<file path="config.mk">
export PLATFORM = sky130hd
export DESIGN_NAME = qsel_top
export DESIGN_NICKNAME = d
export VERILOG_FILES = /design/src/shared/qsel_pkg.sv /design/src/design/qsel_top.sv
export VERILOG_INCLUDE_DIRS = /design/src /design/src/shared
export SDC_FILE = /design/constraint.sdc
export NUM_CORES = 1
export LEC_CHECK = 0
export BUFFER_PORTS_ARGS = -buffer_cell sky130_fd_sc_hd__buf_4
export CAP_MARGIN = 20
export CORE_MARGIN = 2
export CORE_UTILIZATION = 53
export CTS_CLUSTER_DIAMETER = 120
export DETAILED_ROUTE_END_ITERATION = 8
export GPL_ROUTABILITY_DRIVEN = 0
export PLACE_DENSITY = 0.88
export SLEW_MARGIN = 20
export SYNTH_ARGS = -nofsm -noshare
export SYNTH_HDL_FRONTEND = slang
export SYNTH_SLANG_ARGS = --single-unit
export TNS_END_PERCENT = 50
</file>
<file path="constraint.sdc">
create_clock -name ref_clk -period 5.72 [get_ports ref_clk]
set_input_delay 0.572 -clock ref_clk [delete_from_list [all_inputs] [get_ports ref_clk]]
set_output_delay 0.572 -clock ref_clk [all_outputs]
set_load 0.02 [all_outputs]
</file>
<file path="src/shared/qsel_consts.svh">
`ifndef QSEL_CONSTS_SVH
`define QSEL_CONSTS_SVH

// ----------------------------------------------------------------
// Option-select register indices on the setup port
// ----------------------------------------------------------------
`define QSEL_IDX_ID_LO      3'h0
`define QSEL_IDX_ID_HI      3'h1
`define QSEL_IDX_IRQ_BLK    3'h2
`define QSEL_IDX_EN_ADDR    3'h3
`define QSEL_IDX_ADDR_CEN   3'h4

// ----------------------------------------------------------------
// Reset values
// ----------------------------------------------------------------
`define QSEL_RST_BYTE       8'h00
`define QSEL_RST_IRQ        1'h0

// ----------------------------------------------------------------
// Field positions, irq_and_block_config
// ----------------------------------------------------------------
`define QSEL_SUMSEL_BIT     7
`define QSEL_PAIR_BIT       6
`define QSEL_LINE_HI        5
`define QSEL_LINE_LO        2
`define QSEL_BLOCK_BIT      1
`define QSEL_EN4_BIT        0

// ----------------------------------------------------------------
// Field positions, enable/address registers
// ----------------------------------------------------------------
`define QSEL_EN3_BIT        7
`define QSEL_EN2_BIT        6
`define QSEL_EN1_BIT        5
`define QSEL_CEN_BIT        0
`define QSEL_BLK_HI_MSB     3
`define QSEL_BLK_LO_MSB     7
`define QSEL_BLK_LO_LSB     1

// ----------------------------------------------------------------
// Host address fields
// ----------------------------------------------------------------
`define QSEL_CHAN_OFS_MSB   2
`define QSEL_SLOT_MSB       15
`define QSEL_SLOT_LSB       3
`define QSEL_BLK_A_LSB      5
`define QSEL_BLK_CH_MSB     4
`define QSEL_BLK_CH_LSB     3
`define QSEL_SCRATCH_OFS    3'h7

// ----------------------------------------------------------------
// Slot base addresses, codes 000 to 111
// ----------------------------------------------------------------
`define QSEL_SLOT_BASE0     16'h03F8
`define QSEL_SLOT_BASE1     16'h02F8
`define QSEL_SLOT_BASE2     16'h3220
`define QSEL_SLOT_BASE3     16'h3228
`define QSEL_SLOT_BASE4     16'h4220
`define QSEL_SLOT_BASE5     16'h4228
`define QSEL_SLOT_BASE6     16'h5220
`define QSEL_SLOT_BASE7     16'h5228
`define QSEL_SLOT_LOW_BAR   3'h7
`define QSEL_SLOT_HIGH_BAR  3'h0

`endif

</file>
<file path="src/shared/qsel_pkg.sv">
`default_nettype none

package qsel_pkg;
	typedef logic [7:0]  qsel_byte_t;
	typedef logic [15:0] qsel_addr_t;
	typedef logic [2:0]  qsel_code_t;
	typedef logic [2:0]  qsel_idx_t;
endpackage

`default_nettype wire

</file>
<file path="src/design/qsel_top.sv">
`timescale 1ns/10ps
`default_nettype none
`include "qsel_consts.svh"

// Function
// Slot mode limits channel slot ranges
// Block mode uses one aligned 32-byte window
// Block window offsets map channels in order
// Cleared channel enable blocks that channel
// Host keeps disabled block range reserved
// Slot codes select fixed base addresses
// Block mode compares A15-A5 to address bits
// Block enable bit selects addressing mode
// Pair and line bits route interrupts
// Summary bits show gated pending interrupts
// Second user output gates channel interrupt
// Summary select overrides scratchpad reads
// Summary register ignores host writes
// Identification registers fixed and read-only
// Three read/write option registers exist
// Each channel spans eight aligned addresses
// Card enable gates decode and interrupts
// Summary select lives at bit seven
// Shared interrupt lines are ORed
module qsel_top #(
	parameter int               NUM_CHAN   = 4,
	parameter logic [15:0]      ADAPTER_ID = 16'hA5C3  // Arbitrary value
) (
	// Clock and reset
	input  wire logic                   ref_clk,
	input  wire logic                   nrst,
	// Option-select setup port
	input  wire logic                   cfg_sel,
	input  wire logic [2:0]             cfg_idx,
	input  wire logic                   cfg_rd,
	input  wire logic                   cfg_wr,
	input  wire logic [7:0]             cfg_wdata,
	output logic [7:0]                  cfg_rdata,
	// Host I/O cycle
	input  wire logic [15:0]            io_addr,
	input  wire logic                   io_rd,
	input  wire logic                   io_wr,
	output logic [7:0]                  io_rdata,
	output logic                        io_rdata_oe,
	// Channel strobes towards the UARTs
	output logic [NUM_CHAN-1:0]         chan_rd,
	output logic [NUM_CHAN-1:0]         chan_wr,
	// Channel interrupt sources
	input  wire logic [NUM_CHAN-1:0]    uart_irq,
	input  wire logic [NUM_CHAN-1:0]    second_user_output_n,
	// Host interrupt lines
	output logic                        irq3,
	output logic                        irq4,
	output logic                        irq9
);

	// ------------------------------------------------------------
	// Elaboration check
	// ------------------------------------------------------------
	generate
		if (NUM_CHAN != 4)
		begin : g_bad_chan
			$error("qsel_top serves exactly four channels");
		end
	endgenerate

	// ------------------------------------------------------------
	// Option-select registers
	// ------------------------------------------------------------
	qsel_pkg::qsel_byte_t   irq_and_block_config_reg;
	qsel_pkg::qsel_byte_t   channel_enable_and_addr_hi_reg;
	qsel_pkg::qsel_byte_t   addr_low_and_card_enable_reg;
	qsel_pkg::qsel_byte_t   pending_interrupt_summary_reg;
	qsel_pkg::qsel_byte_t   pending_interrupt_summary_next;
	qsel_pkg::qsel_byte_t   cfg_rdata_next;
	logic                   irq3_next;
	logic                   irq4_next;
	logic                   irq9_next;

	wire wr_irq_blk  = cfg_sel & cfg_wr & (cfg_idx == `QSEL_IDX_IRQ_BLK);
	wire wr_en_addr  = cfg_sel & cfg_wr & (cfg_idx == `QSEL_IDX_EN_ADDR);
	wire wr_addr_cen = cfg_sel & cfg_wr & (cfg_idx == `QSEL_IDX_ADDR_CEN);

	// Only the three option registers take writes; id indices fall away
	always_ff @(posedge ref_clk or negedge nrst)
	begin
		if (!nrst)
		begin
			irq_and_block_config_reg       <= `QSEL_RST_BYTE;
			channel_enable_and_addr_hi_reg <= `QSEL_RST_BYTE;
			addr_low_and_card_enable_reg   <= `QSEL_RST_BYTE;
		end
		else
		begin
			if (wr_irq_blk)
				irq_and_block_config_reg <= cfg_wdata;
			if (wr_en_addr)
				channel_enable_and_addr_hi_reg <= cfg_wdata;
			if (wr_addr_cen)
				addr_low_and_card_enable_reg <= cfg_wdata;
		end
	end

	// ------------------------------------------------------------
	// Setup port read mux
	// ------------------------------------------------------------
	wire cfg_rd_hit = cfg_sel & cfg_rd;

	always_comb
	begin
		if (!cfg_rd_hit)
			cfg_rdata_next = cfg_rdata;
		else if (cfg_idx == `QSEL_IDX_ID_LO)
			cfg_rdata_next = ADAPTER_ID[7:0];
		else if (cfg_idx == `QSEL_IDX_ID_HI)
			cfg_rdata_next = ADAPTER_ID[15:8];
		else if (cfg_idx == `QSEL_IDX_IRQ_BLK)
			cfg_rdata_next = irq_and_block_config_reg;
		else if (cfg_idx == `QSEL_IDX_EN_ADDR)
			cfg_rdata_next = channel_enable_and_addr_hi_reg;
		else if (cfg_idx == `QSEL_IDX_ADDR_CEN)
			cfg_rdata_next = addr_low_and_card_enable_reg;
		else
			cfg_rdata_next = `QSEL_RST_BYTE;
	end

	always_ff @(posedge ref_clk or negedge nrst)
	begin
		if (!nrst)
			cfg_rdata <= `QSEL_RST_BYTE;
		else
			cfg_rdata <= cfg_rdata_next;
	end

	// ------------------------------------------------------------
	// Configuration fields
	// ------------------------------------------------------------
	wire summary_select  = irq_and_block_config_reg[`QSEL_SUMSEL_BIT];
	wire irq_pair_select = irq_and_block_config_reg[`QSEL_PAIR_BIT];
	wire block_mode_enable = irq_and_block_config_reg[`QSEL_BLOCK_BIT];
	wire card_enable     = addr_low_and_card_enable_reg[`QSEL_CEN_BIT];
	wire [NUM_CHAN-1:0] line_select =
		irq_and_block_config_reg[`QSEL_LINE_HI:`QSEL_LINE_LO];
	wire [NUM_CHAN-1:0] chan_enable_bit = {
		irq_and_block_config_reg[`QSEL_EN4_BIT],
		channel_enable_and_addr_hi_reg[`QSEL_EN3_BIT],
		channel_enable_and_addr_hi_reg[`QSEL_EN2_BIT],
		channel_enable_and_addr_hi_reg[`QSEL_EN1_BIT]};

	// Eleven address-select bits, upper ones first; the top slot bit
	// of channel four has no address line behind it
	wire [10:0] address_select_bits = {
		channel_enable_and_addr_hi_reg[`QSEL_BLK_HI_MSB:0],
		addr_low_and_card_enable_reg[`QSEL_BLK_LO_MSB:`QSEL_BLK_LO_LSB]};

	// Slot codes share the same bits as the block address
	wire [3*NUM_CHAN-1:0] slot_codes = {
		channel_enable_and_addr_hi_reg[4:2],
		channel_enable_and_addr_hi_reg[1:0],
		addr_low_and_card_enable_reg[7:1]};

	// ------------------------------------------------------------
	// Address decode
	// ------------------------------------------------------------
	function automatic qsel_pkg::qsel_addr_t slot_base(
		input qsel_pkg::qsel_code_t code
	);
		case (code)
			3'h0:    slot_base = `QSEL_SLOT_BASE0;
			3'h1:    slot_base = `QSEL_SLOT_BASE1;
			3'h2:    slot_base = `QSEL_SLOT_BASE2;
			3'h3:    slot_base = `QSEL_SLOT_BASE3;
			3'h4:    slot_base = `QSEL_SLOT_BASE4;
			3'h5:    slot_base = `QSEL_SLOT_BASE5;
			3'h6:    slot_base = `QSEL_SLOT_BASE6;
			default: slot_base = `QSEL_SLOT_BASE7;
		endcase
	endfunction

	wire block_hit = address_select_bits ==
		io_addr[`QSEL_SLOT_MSB:`QSEL_BLK_A_LSB];
	wire [1:0] block_chan = io_addr[`QSEL_BLK_CH_MSB:`QSEL_BLK_CH_LSB];
	wire scratch_ofs =
		io_addr[`QSEL_CHAN_OFS_MSB:0] == `QSEL_SCRATCH_OFS;

	// Nets, since every bit has its own continuous assignment
	wire [NUM_CHAN-1:0] chan_hit;
	wire [NUM_CHAN-1:0] second_user_output_active;
	wire [NUM_CHAN-1:0] chan_irq_gated;

	genvar gi;
	generate
		for (gi = 0; gi < NUM_CHAN; gi = gi + 1)
		begin : g_chan
			wire [2:0] code = slot_codes[3*gi+2:3*gi];
			// Low pair stops at slot seven, high pair starts at two
			wire slot_legal = (gi < 2) ? (code != `QSEL_SLOT_LOW_BAR)
				: (code != `QSEL_SLOT_HIGH_BAR);
			wire qsel_pkg::qsel_addr_t base = slot_base(code);
			// Eight aligned bytes per channel
			wire slot_hit = slot_legal &
				(io_addr[`QSEL_SLOT_MSB:`QSEL_SLOT_LSB] ==
				base[`QSEL_SLOT_MSB:`QSEL_SLOT_LSB]);
			wire blk_hit = block_hit & (block_chan == 2'(gi));
			assign chan_hit[gi] = card_enable & chan_enable_bit[gi] &
				(block_mode_enable ? blk_hit : slot_hit);
			assign second_user_output_active[gi] = ~second_user_output_n[gi];
			assign chan_irq_gated[gi] = uart_irq[gi] & second_user_output_active[gi];
		end
	endgenerate

	// Scratchpad cycle that the summary register takes over
	wire summary_cycle = summary_select & scratch_ofs & (|chan_hit);

	// Summary writes are swallowed, UART scratchpad untouched too
	assign chan_rd = summary_cycle ? '0 : (chan_hit & {NUM_CHAN{io_rd}});
	assign chan_wr = summary_cycle ? '0 : (chan_hit & {NUM_CHAN{io_wr}});
	assign io_rdata_oe = summary_cycle & io_rd;

	// ------------------------------------------------------------
	// Pending summary
	// ------------------------------------------------------------
	// Sampled every cycle so the read data is a flip-flop output;
	// the price is one cycle of lag behind the UART pins
	assign pending_interrupt_summary_next =
		{4'h0, chan_irq_gated};

	always_ff @(posedge ref_clk or negedge nrst)
	begin
		if (!nrst)
			pending_interrupt_summary_reg <= `QSEL_RST_BYTE;
		else
			pending_interrupt_summary_reg <=
				pending_interrupt_summary_next;
	end

	assign io_rdata = pending_interrupt_summary_reg;

	// ------------------------------------------------------------
	// Interrupt routing
	// ------------------------------------------------------------
	wire [NUM_CHAN-1:0] to_irq3 = chan_irq_gated & ~line_select;
	wire [NUM_CHAN-1:0] to_alt  = chan_irq_gated & line_select;

	assign irq3_next = card_enable & (|to_irq3);
	assign irq4_next = card_enable & ~irq_pair_select & (|to_alt);
	assign irq9_next = card_enable & irq_pair_select & (|to_alt);

	always_ff @(posedge ref_clk or negedge nrst)
	begin
		if (!nrst)
		begin
			irq3 <= `QSEL_RST_IRQ;
			irq4 <= `QSEL_RST_IRQ;
			irq9 <= `QSEL_RST_IRQ;
		end
		else
		begin
			irq3 <= irq3_next;
			irq4 <= irq4_next;
			irq9 <= irq9_next;
		end
	end

	// ------------------------------------------------------------
	// Assertions
	// ------------------------------------------------------------
	property p_card_off_quiet;
		@(posedge ref_clk) disable iff (!nrst)
		!card_enable |-> (chan_rd == '0) && (chan_wr == '0);
	endproperty
	a_card_off_quiet: assert property (p_card_off_quiet)
		else $error("strobe while card disabled");

	property p_card_off_irq;
		@(posedge ref_clk) disable iff (!nrst)
		!card_enable ##1 !$past(card_enable) |-> !irq3 && !irq4 && !irq9;
	endproperty
	a_card_off_irq: assert property (p_card_off_irq)
		else $error("irq raised while card disabled");

	property p_slot1_hit;
		@(posedge ref_clk) disable iff (!nrst)
		card_enable && !block_mode_enable && chan_enable_bit[0] &&
		slot_codes[2:0] == 3'h0 && io_rd &&
		io_addr[15:3] == 13'h007F && !summary_cycle |-> chan_rd[0];
	endproperty
	a_slot1_hit: assert property (p_slot1_hit)
		else $error("slot one decode missed");

	property p_low_pair_bar;
		@(posedge ref_clk) disable iff (!nrst)
		!block_mode_enable && slot_codes[2:0] == 3'h7 |->
		!chan_rd[0] && !chan_wr[0];
	endproperty
	a_low_pair_bar: assert property (p_low_pair_bar)
		else $error("channel one decoded slot eight");

	property p_block_map;
		@(posedge ref_clk) disable iff (!nrst)
		card_enable && block_mode_enable && io_wr && (&chan_enable_bit)
		&& address_select_bits == io_addr[15:5] && !summary_cycle |->
		chan_wr == (4'h1 << io_addr[4:3]);
	endproperty
	a_block_map: assert property (p_block_map)
		else $error("block window channel wrong");

	property p_disabled_chan;
		@(posedge ref_clk) disable iff (!nrst)
		!chan_enable_bit[2] |-> !chan_rd[2] && !chan_wr[2];
	endproperty
	a_disabled_chan: assert property (p_disabled_chan)
		else $error("disabled channel answered");

	property p_summary_follow;
		@(posedge ref_clk) disable iff (!nrst)
		1'b1 |=> io_rdata ==
		{4'h0, $past(uart_irq) & ~$past(second_user_output_n)};
	endproperty
	a_summary_follow: assert property (p_summary_follow)
		else $error("summary bits wrong");

	property p_irq9_route;
		@(posedge ref_clk) disable iff (!nrst)
		card_enable && irq_pair_select && chan_irq_gated[1] &&
		line_select[1] |=> irq9 && !irq4;
	endproperty
	a_irq9_route: assert property (p_irq9_route)
		else $error("pair one channel not on line nine");

	property p_summary_override;
		@(posedge ref_clk) disable iff (!nrst)
		summary_select && io_rd && scratch_ofs && (|chan_hit) |->
		io_rdata_oe && chan_rd == '0;
	endproperty
	a_summary_override: assert property (p_summary_override)
		else $error("scratchpad not overridden");

	property p_id_fixed;
		@(posedge ref_clk) disable iff (!nrst)
		cfg_sel && cfg_rd && cfg_idx == `QSEL_IDX_ID_HI |=>
		cfg_rdata == ADAPTER_ID[15:8];
	endproperty
	a_id_fixed: assert property (p_id_fixed)
		else $error("identification byte changed");

endmodule

`default_nettype wire

</file>
After elaboration in Yosys (flattened, before gate mapping):

Index checks and enable logic that the tools add are counted.

* register bits: 39
* latch bits: 0
* bits in writable memories: 0
* bits in read-only memories: 0
* bits of input ports: 42
* output and inout port bits: 28
* word-level logic and storage cells: 116
* memories: 0

* add/sub/neg operators: 0
* $mul: 0
* div/mod/pow operators: 0
* $lt $le $gt $ge: 0
* equality and inequality tests: 39
* shift operators: 0
* multiplexer cells: 15
* bitwise gates (word level): 43
* reductions and logical operators: 11

Operators with widths (count)
* one-hot mux 15 bit (7 select lines): 4
* equality test 13 bit: 4
* equality test 3 bit (second input constant): 14
* two-way mux 8 bit: 5
* AND 1 bit: 33
* equality test 3 x 2 -> 1 bit (second input constant): 10
* AND 4 bit: 4
* equality test 3 x 1 -> 1 bit (second input constant): 5
* logical NOT 3 bit: 5
* OR reduction 4 bit: 3
* equality test 11 bit: 1
* two-way mux 4 bit: 2
* inequality test 3 bit (second input constant): 2
* nonzero test 3 bit: 2
* inverter 1 bit: 5
* equality test 2 bit (second input constant): 2
* two-way mux 1 bit: 4
* inverter 4 bit: 1
* equality test 2 x 1 -> 1 bit (second input constant): 1
* logical NOT 2 bit: 1

Depth between registers and ports, before layout:

* depth after elaboration: 9
* depth in mapped cells: 6
* depth with buffers taken out: 5

Worst setup path before layout:

Ideal clock, no wire load.

* path type: input-to-output
* start: input io_addr[8]
* end: output io_rdata_oe
* arrival time: 2.171 ns
* required time: 5.148 ns
* setup slack: 2.977 ns
* stages: 6
* path through: buf_6 > xor2_1 > or4_4 > nor4_4 > a32oi_1 > a41oi_2

* cells in the longest elaborated chain, start to end: 7
* elaborated cells on any way between the ends: 24

RTL lines
* from (decl): RTL line qsel_top.sv:40 `input wire logic [15:0] io_addr,`
* equality test 13 bit or equality test 11 bit (tied branches): RTL line qsel_top.sv:202, qsel_top.sv:180
* AND 1 bit (on tied branches): RTL line qsel_top.sv:201, qsel_top.sv:204
* two-way mux 1 bit: RTL line qsel_top.sv:206 `(block_mode_enable ? blk_hit : slot_hit);`
* AND 1 bit: RTL line qsel_top.sv:205 `assign chan_hit[gi] = card_enable & chan_enable_bit[gi] &`
* OR reduction 4 bit (*): RTL line qsel_top.sv:213 `wire summary_cycle = summary_select & scratch_ofs & (|chan_hit);`
* AND 1 bit (*): RTL line qsel_top.sv:213
* AND 1 bit (*): RTL line qsel_top.sv:218 `assign io_rdata_oe = summary_cycle & io_rd;`
* to (decl): RTL line qsel_top.sv:44 `output logic io_rdata_oe,`

Mark *: on every way between the ends. The rest lies on a longest branch, timed or not.

Worst setup path in the final report:

* start: register addr_low_and_card_enable_reg[4]
* end: output io_rdata_oe

* cells in the longest elaborated chain, start to end: 9
* elaborated cells on any way between the ends: 27

RTL lines
* from (decl): RTL line qsel_top.sv:72 `qsel_pkg::qsel_byte_t addr_low_and_card_enable_reg;`
* from (signal assigned): RTL line qsel_top.sv:91 `` addr_low_and_card_enable_reg <= `QSEL_RST_BYTE; ``
* from (signal assigned): RTL line qsel_top.sv:100 `addr_low_and_card_enable_reg <= cfg_wdata;`
* equality test 3 bit, or another cell as far along: RTL line qsel_top.sv:168 `case (code)`
* one-hot mux 15 bit (7 select lines): RTL line qsel_top.sv:168
* equality test 13 bit: RTL line qsel_top.sv:202 `` (io_addr[`QSEL_SLOT_MSB:`QSEL_SLOT_LSB] == ``
* AND 1 bit: RTL line qsel_top.sv:201 `wire slot_hit = slot_legal &`
* two-way mux 1 bit: RTL line qsel_top.sv:206
* AND 1 bit: RTL line qsel_top.sv:205
* OR reduction 4 bit (*): RTL line qsel_top.sv:213
* AND 1 bit (*): RTL line qsel_top.sv:213
* AND 1 bit (*): RTL line qsel_top.sv:218

Marked as above.

==> results.py <==
metrics = {
    "cts": {
        "cts_sinks": 39,
        "clock_tree_from_tritoncts": "yes",
        "cts_resized": 0,
        "htree_num_levels": 2,
        "clk_pin_slew_ns": 0.08,
        "cts-buffers-inserted": 5,
        "post_cts_buffers": 0,
        "cts_root_buffer": "sky130_fd_sc_hd__clkbuf_8",
        "worstSkewPairLatency_ns": 0.29,
        "cts-hold-fix-buffers": 0,
        "clock_path_buffers": 2,
    },
    "finish": {
        "nets": 363,
        "n_antenna_cell": 0,
        "multi_input_logic_area_um2": 1340,
        "filler_cell_count": 343,
        "fraction_of_layout_cells_with_a_size_suffix_above_1_pct": 30.4,
        "postLayoutCoreUtil_pct": 69.1,
        "layout.area.seq_um2": 976,
        "areaGrowthSynthToFinish_pct": 24.5,
    },
    "placed_design": {
        "port_buffers": 65,
        "hpwl_reported_at_the_end_of_detailed_placement_mm": 4.80,
    },
    "synth": {
        "seq_area_frac_synth_pct": 40.1,
        "synth-async-reset-ratio_pct": 100,
        "synth_enable_flop_cells": 0,
        "ys.flop_type": "sky130_fd_sc_hd__dfrtp_1",
        "unique_cell_type_count_in_the_yosys_netlist": 48,
        "ys_ff_latch": 39,
        "postSynthAreaPerCell_um2": 9.15,
        "area_of_the_mapped_netlist_um2": 2430,
        "yosys_warnings": 0,
        "postSynthCellCount": 266,
    },
    "global_routing": {
        "first_global_vias": 2108,
        "globalRoute.totalOverflow": 0,
        "track_usage_pct": 26.2,
        "grt_antenna_before_repair": 0,
        "pin_count_of_the_biggest_net_entering_global_routing": 40,
        "grt_pass1_wl_mm": 10.4,
    },
    "critical_path": {
        "reg2reg_slack_ns": 4.55,
        "slowest_delay_ns": 0.58,
        "timing.critical_path.required_ns": 5.15,
        "worstPathArrival_ns": 2.42,
        "critical_path_peak_fanout": 8,
        "start_kind": "register",
        "crit_type": "register to output port",
        "crit_slowest_cell": "sky130_fd_sc_hd__or4_4",
        "series_of_cell_instances_along_the_critical_path": "xor2_1 -> or4_4 -> nor4_2 -> a32oi_1 -> a41oi_2 -> buf_4",
        "critPathCaptureType": "output port",
    },
    "power": {
        "cellPowerDensity_nw_per_um2": 290,
        "total_leakage_power_nw": 1.34,
        "vdd_ir_drop_max_mv": 0.197,
    },
    "sta": {
        "rsz0062_at_grt": "false",
        "final_max_slew_viols": 0,
        "max_freq_mhz": 334,
        "clock-skew-final_ns": 0.00692,
        "finalHoldViolCount": 0,
        "maxSlewHeadroom_pct": 50.4,
        "final.period_utilization_pct": 52.3,
        "finalWorstPathRequiredPeriod_ns": 2.99,
        "setup-tns-final_ns": 0,
        "setup_viol": 0,
        "tightest_slew_ns": 0.741,
    },
    "route": {
        "drt-initial-drc-count": 187,
        "routed-via-count": 2212,
        "post_dr_vias_cell": 5.91,
        "route.antenna.remaining_nets": 0,
        "route.detailed.wl_per_inst_um": 17.0,
        "drt_pre_antenna_iters": 4,
        "route.detailed.drc": 0,
        "totalWireLength_mm": 6.36,
    },
    "min_path": {
        "hold_path.class": "input port to asynchronous set/reset pin",
    },
    "flow_run": {
        "drv_cap": 0,
    },
    "floorplan": {
        "chipWidth_um": 71.8,
        "die_area_um2": 5150,
        "core_area_um2": 4380,
        "design.portCount": 70,
        "start_util_pct": 55.5,
        "height_of_the_die_um": 71.8,
        "floorplan.rows": 24,
    },
    "run_status": {
        "status": "finished clean",
    },
}
-- cell usage after synthesis, types with 2 or more instances --
library cell                instances  area, um^2
sky130_fd_sc_hd__a2111oi_0          5        43.8
sky130_fd_sc_hd__a21oi_1           20         100
sky130_fd_sc_hd__a22o_1             2        17.5
sky130_fd_sc_hd__a22oi_1            2        15.0
sky130_fd_sc_hd__a2bb2oi_1          2        17.5
sky130_fd_sc_hd__a32oi_1            4        35.0
sky130_fd_sc_hd__and2_1             3        18.8
sky130_fd_sc_hd__buf_2              2        10.0
sky130_fd_sc_hd__buf_4              4        30.0
sky130_fd_sc_hd__clkbuf_1          12        45.0
sky130_fd_sc_hd__dfrtp_1           39         976
sky130_fd_sc_hd__inv_1             12        45.0
sky130_fd_sc_hd__mux2_2            17         191
sky130_fd_sc_hd__mux2i_1            4        40.0
sky130_fd_sc_hd__nand2_1           17        63.8
sky130_fd_sc_hd__nand2b_1           4        25.0
sky130_fd_sc_hd__nand3_1            4        20.0
sky130_fd_sc_hd__nand4_1            3        18.8
sky130_fd_sc_hd__nand4b_1           3        26.3
sky130_fd_sc_hd__nor2_1            26        97.6
sky130_fd_sc_hd__nor2b_1           15        93.8
sky130_fd_sc_hd__nor3_1             3        15.0
sky130_fd_sc_hd__nor3_2             2        20.0
sky130_fd_sc_hd__nor4_1             3        18.8
sky130_fd_sc_hd__nor4b_1            3        26.3
sky130_fd_sc_hd__o21a_1             3        22.5
sky130_fd_sc_hd__o21ai_0           16        80.1
sky130_fd_sc_hd__o221ai_1           3        26.3
sky130_fd_sc_hd__xnor2_1           10        87.6
sky130_fd_sc_hd__xor2_1             5        43.8
-- path summary, 6_finish.rpt --
kind                                                   start  cells after the start                           to
setup reg to reg           channel_enable_and_addr_hi_reg[0]                      4                 cfg_rdata[0]
hold reg to reg                  irq_and_block_config_reg[6]                      1                         irq4
hold / removal                                          nrst                      1  irq_and_block_config_reg[2]
max in group asynchronous                               nrst                      1  irq_and_block_config_reg[0]
min in group ref_clk             irq_and_block_config_reg[6]                      1                         irq4
setup / recovery             addr_low_and_card_enable_reg[4]                      6                  io_rdata_oe
-- through the flow --
step / setup slack [ns] / hold WS [ns] / power (mW) / area [um^2] / cells
6_report: 2.73 / 0.242 / 0.880 / 3030 / 374
5_1_grt: 2.62 / 0.270 / 0.926 / 3030 / 374
3_3_place_gp: 2.87 / 0.415 / 0.634 / 2900 / 366
3_5_place_dp: 2.83 / 0.434 / 0.645 / 2900 / 366
4_1_cts: 2.73 / 0.253 / 0.880 / 3020 / 374
2_1_floorplan: 2.98 / 0.276 / 0.547 / 2440 / 269
-- critical path, delay by kind of cell (launching register included) --
family	cells	cell delay [ns]
compound gates	2	0.38
flops	1	0.48
buf+inv	1	0.16
xor+xnor	1	0.18
simple gates	2	0.92
-- layout make-up --
class	instances	area share [%]
inverter	12	1.49
clock inverter	2	1.16
timing repair buffer	65	16.1
tap	52	2.15
sequential	39	32.2
clock buffer	6	2.73
multi-input combinational	198	44.2
-- layout by cell type (no fill, tap or decap), types with 3 or more instances in the layout --
cell / n
sky130_fd_sc_hd__o221ai_1: 3
sky130_fd_sc_hd__inv_1: 12
sky130_fd_sc_hd__a21oi_1: 20
sky130_fd_sc_hd__xnor2_1: 10
sky130_fd_sc_hd__nor3_1: 3
sky130_fd_sc_hd__mux2_2: 17
sky130_fd_sc_hd__nor2_1: 26
sky130_fd_sc_hd__nand3_1: 4
sky130_fd_sc_hd__and2_1: 3
sky130_fd_sc_hd__a2111oi_0: 5
sky130_fd_sc_hd__dfrtp_1: 39
sky130_fd_sc_hd__nand4_1: 3
sky130_fd_sc_hd__mux2i_1: 4
sky130_fd_sc_hd__xor2_1: 5
sky130_fd_sc_hd__nand2b_1: 4
sky130_fd_sc_hd__nand2_1: 17
sky130_fd_sc_hd__nor2b_1: 15
sky130_fd_sc_hd__clkbuf_8: 6
sky130_fd_sc_hd__conb_1: 4
sky130_fd_sc_hd__nor4_1: 3
sky130_fd_sc_hd__o21ai_0: 16
sky130_fd_sc_hd__buf_4: 65
sky130_fd_sc_hd__o21a_1: 3
sky130_fd_sc_hd__nand4b_1: 3
sky130_fd_sc_hd__a32oi_1: 4
-- logic make-up after synthesis --
kind of cell | after synthesis | synth area share [%]
buffers and inverters | 32 | 5.96
AND/OR/NAND/NOR | 93 | 21.3
flip-flops | 39 | 40.1
XOR/XNOR | 15 | 5.40
other | 1 | 0.154
multiplexers | 21 | 9.51
AO/OA/AOI/OAI | 65 | 17.6
-- power breakdown --
group          internal (mW)  leakage (nW)  switching [mW]
Combinational          0.119         0.803           0.122
Sequential             0.328         0.476          0.0772
Clock                  0.141        0.0612          0.0922
Total                  0.589          1.34           0.291
-- routing by layer --
layer  share of wire [%]  vias up  routed length, um  GRT usage [%]
li1                    -     1048                  -              -
met1                  42     1049               2690           34.9
met2                  48       97               3030           40.9
met3                 7.1       18                454           5.34
met4                 2.9        0                185           12.4
met5                   0        -                  0              0
Note: power is estimated with default switching activity, not from simulation.
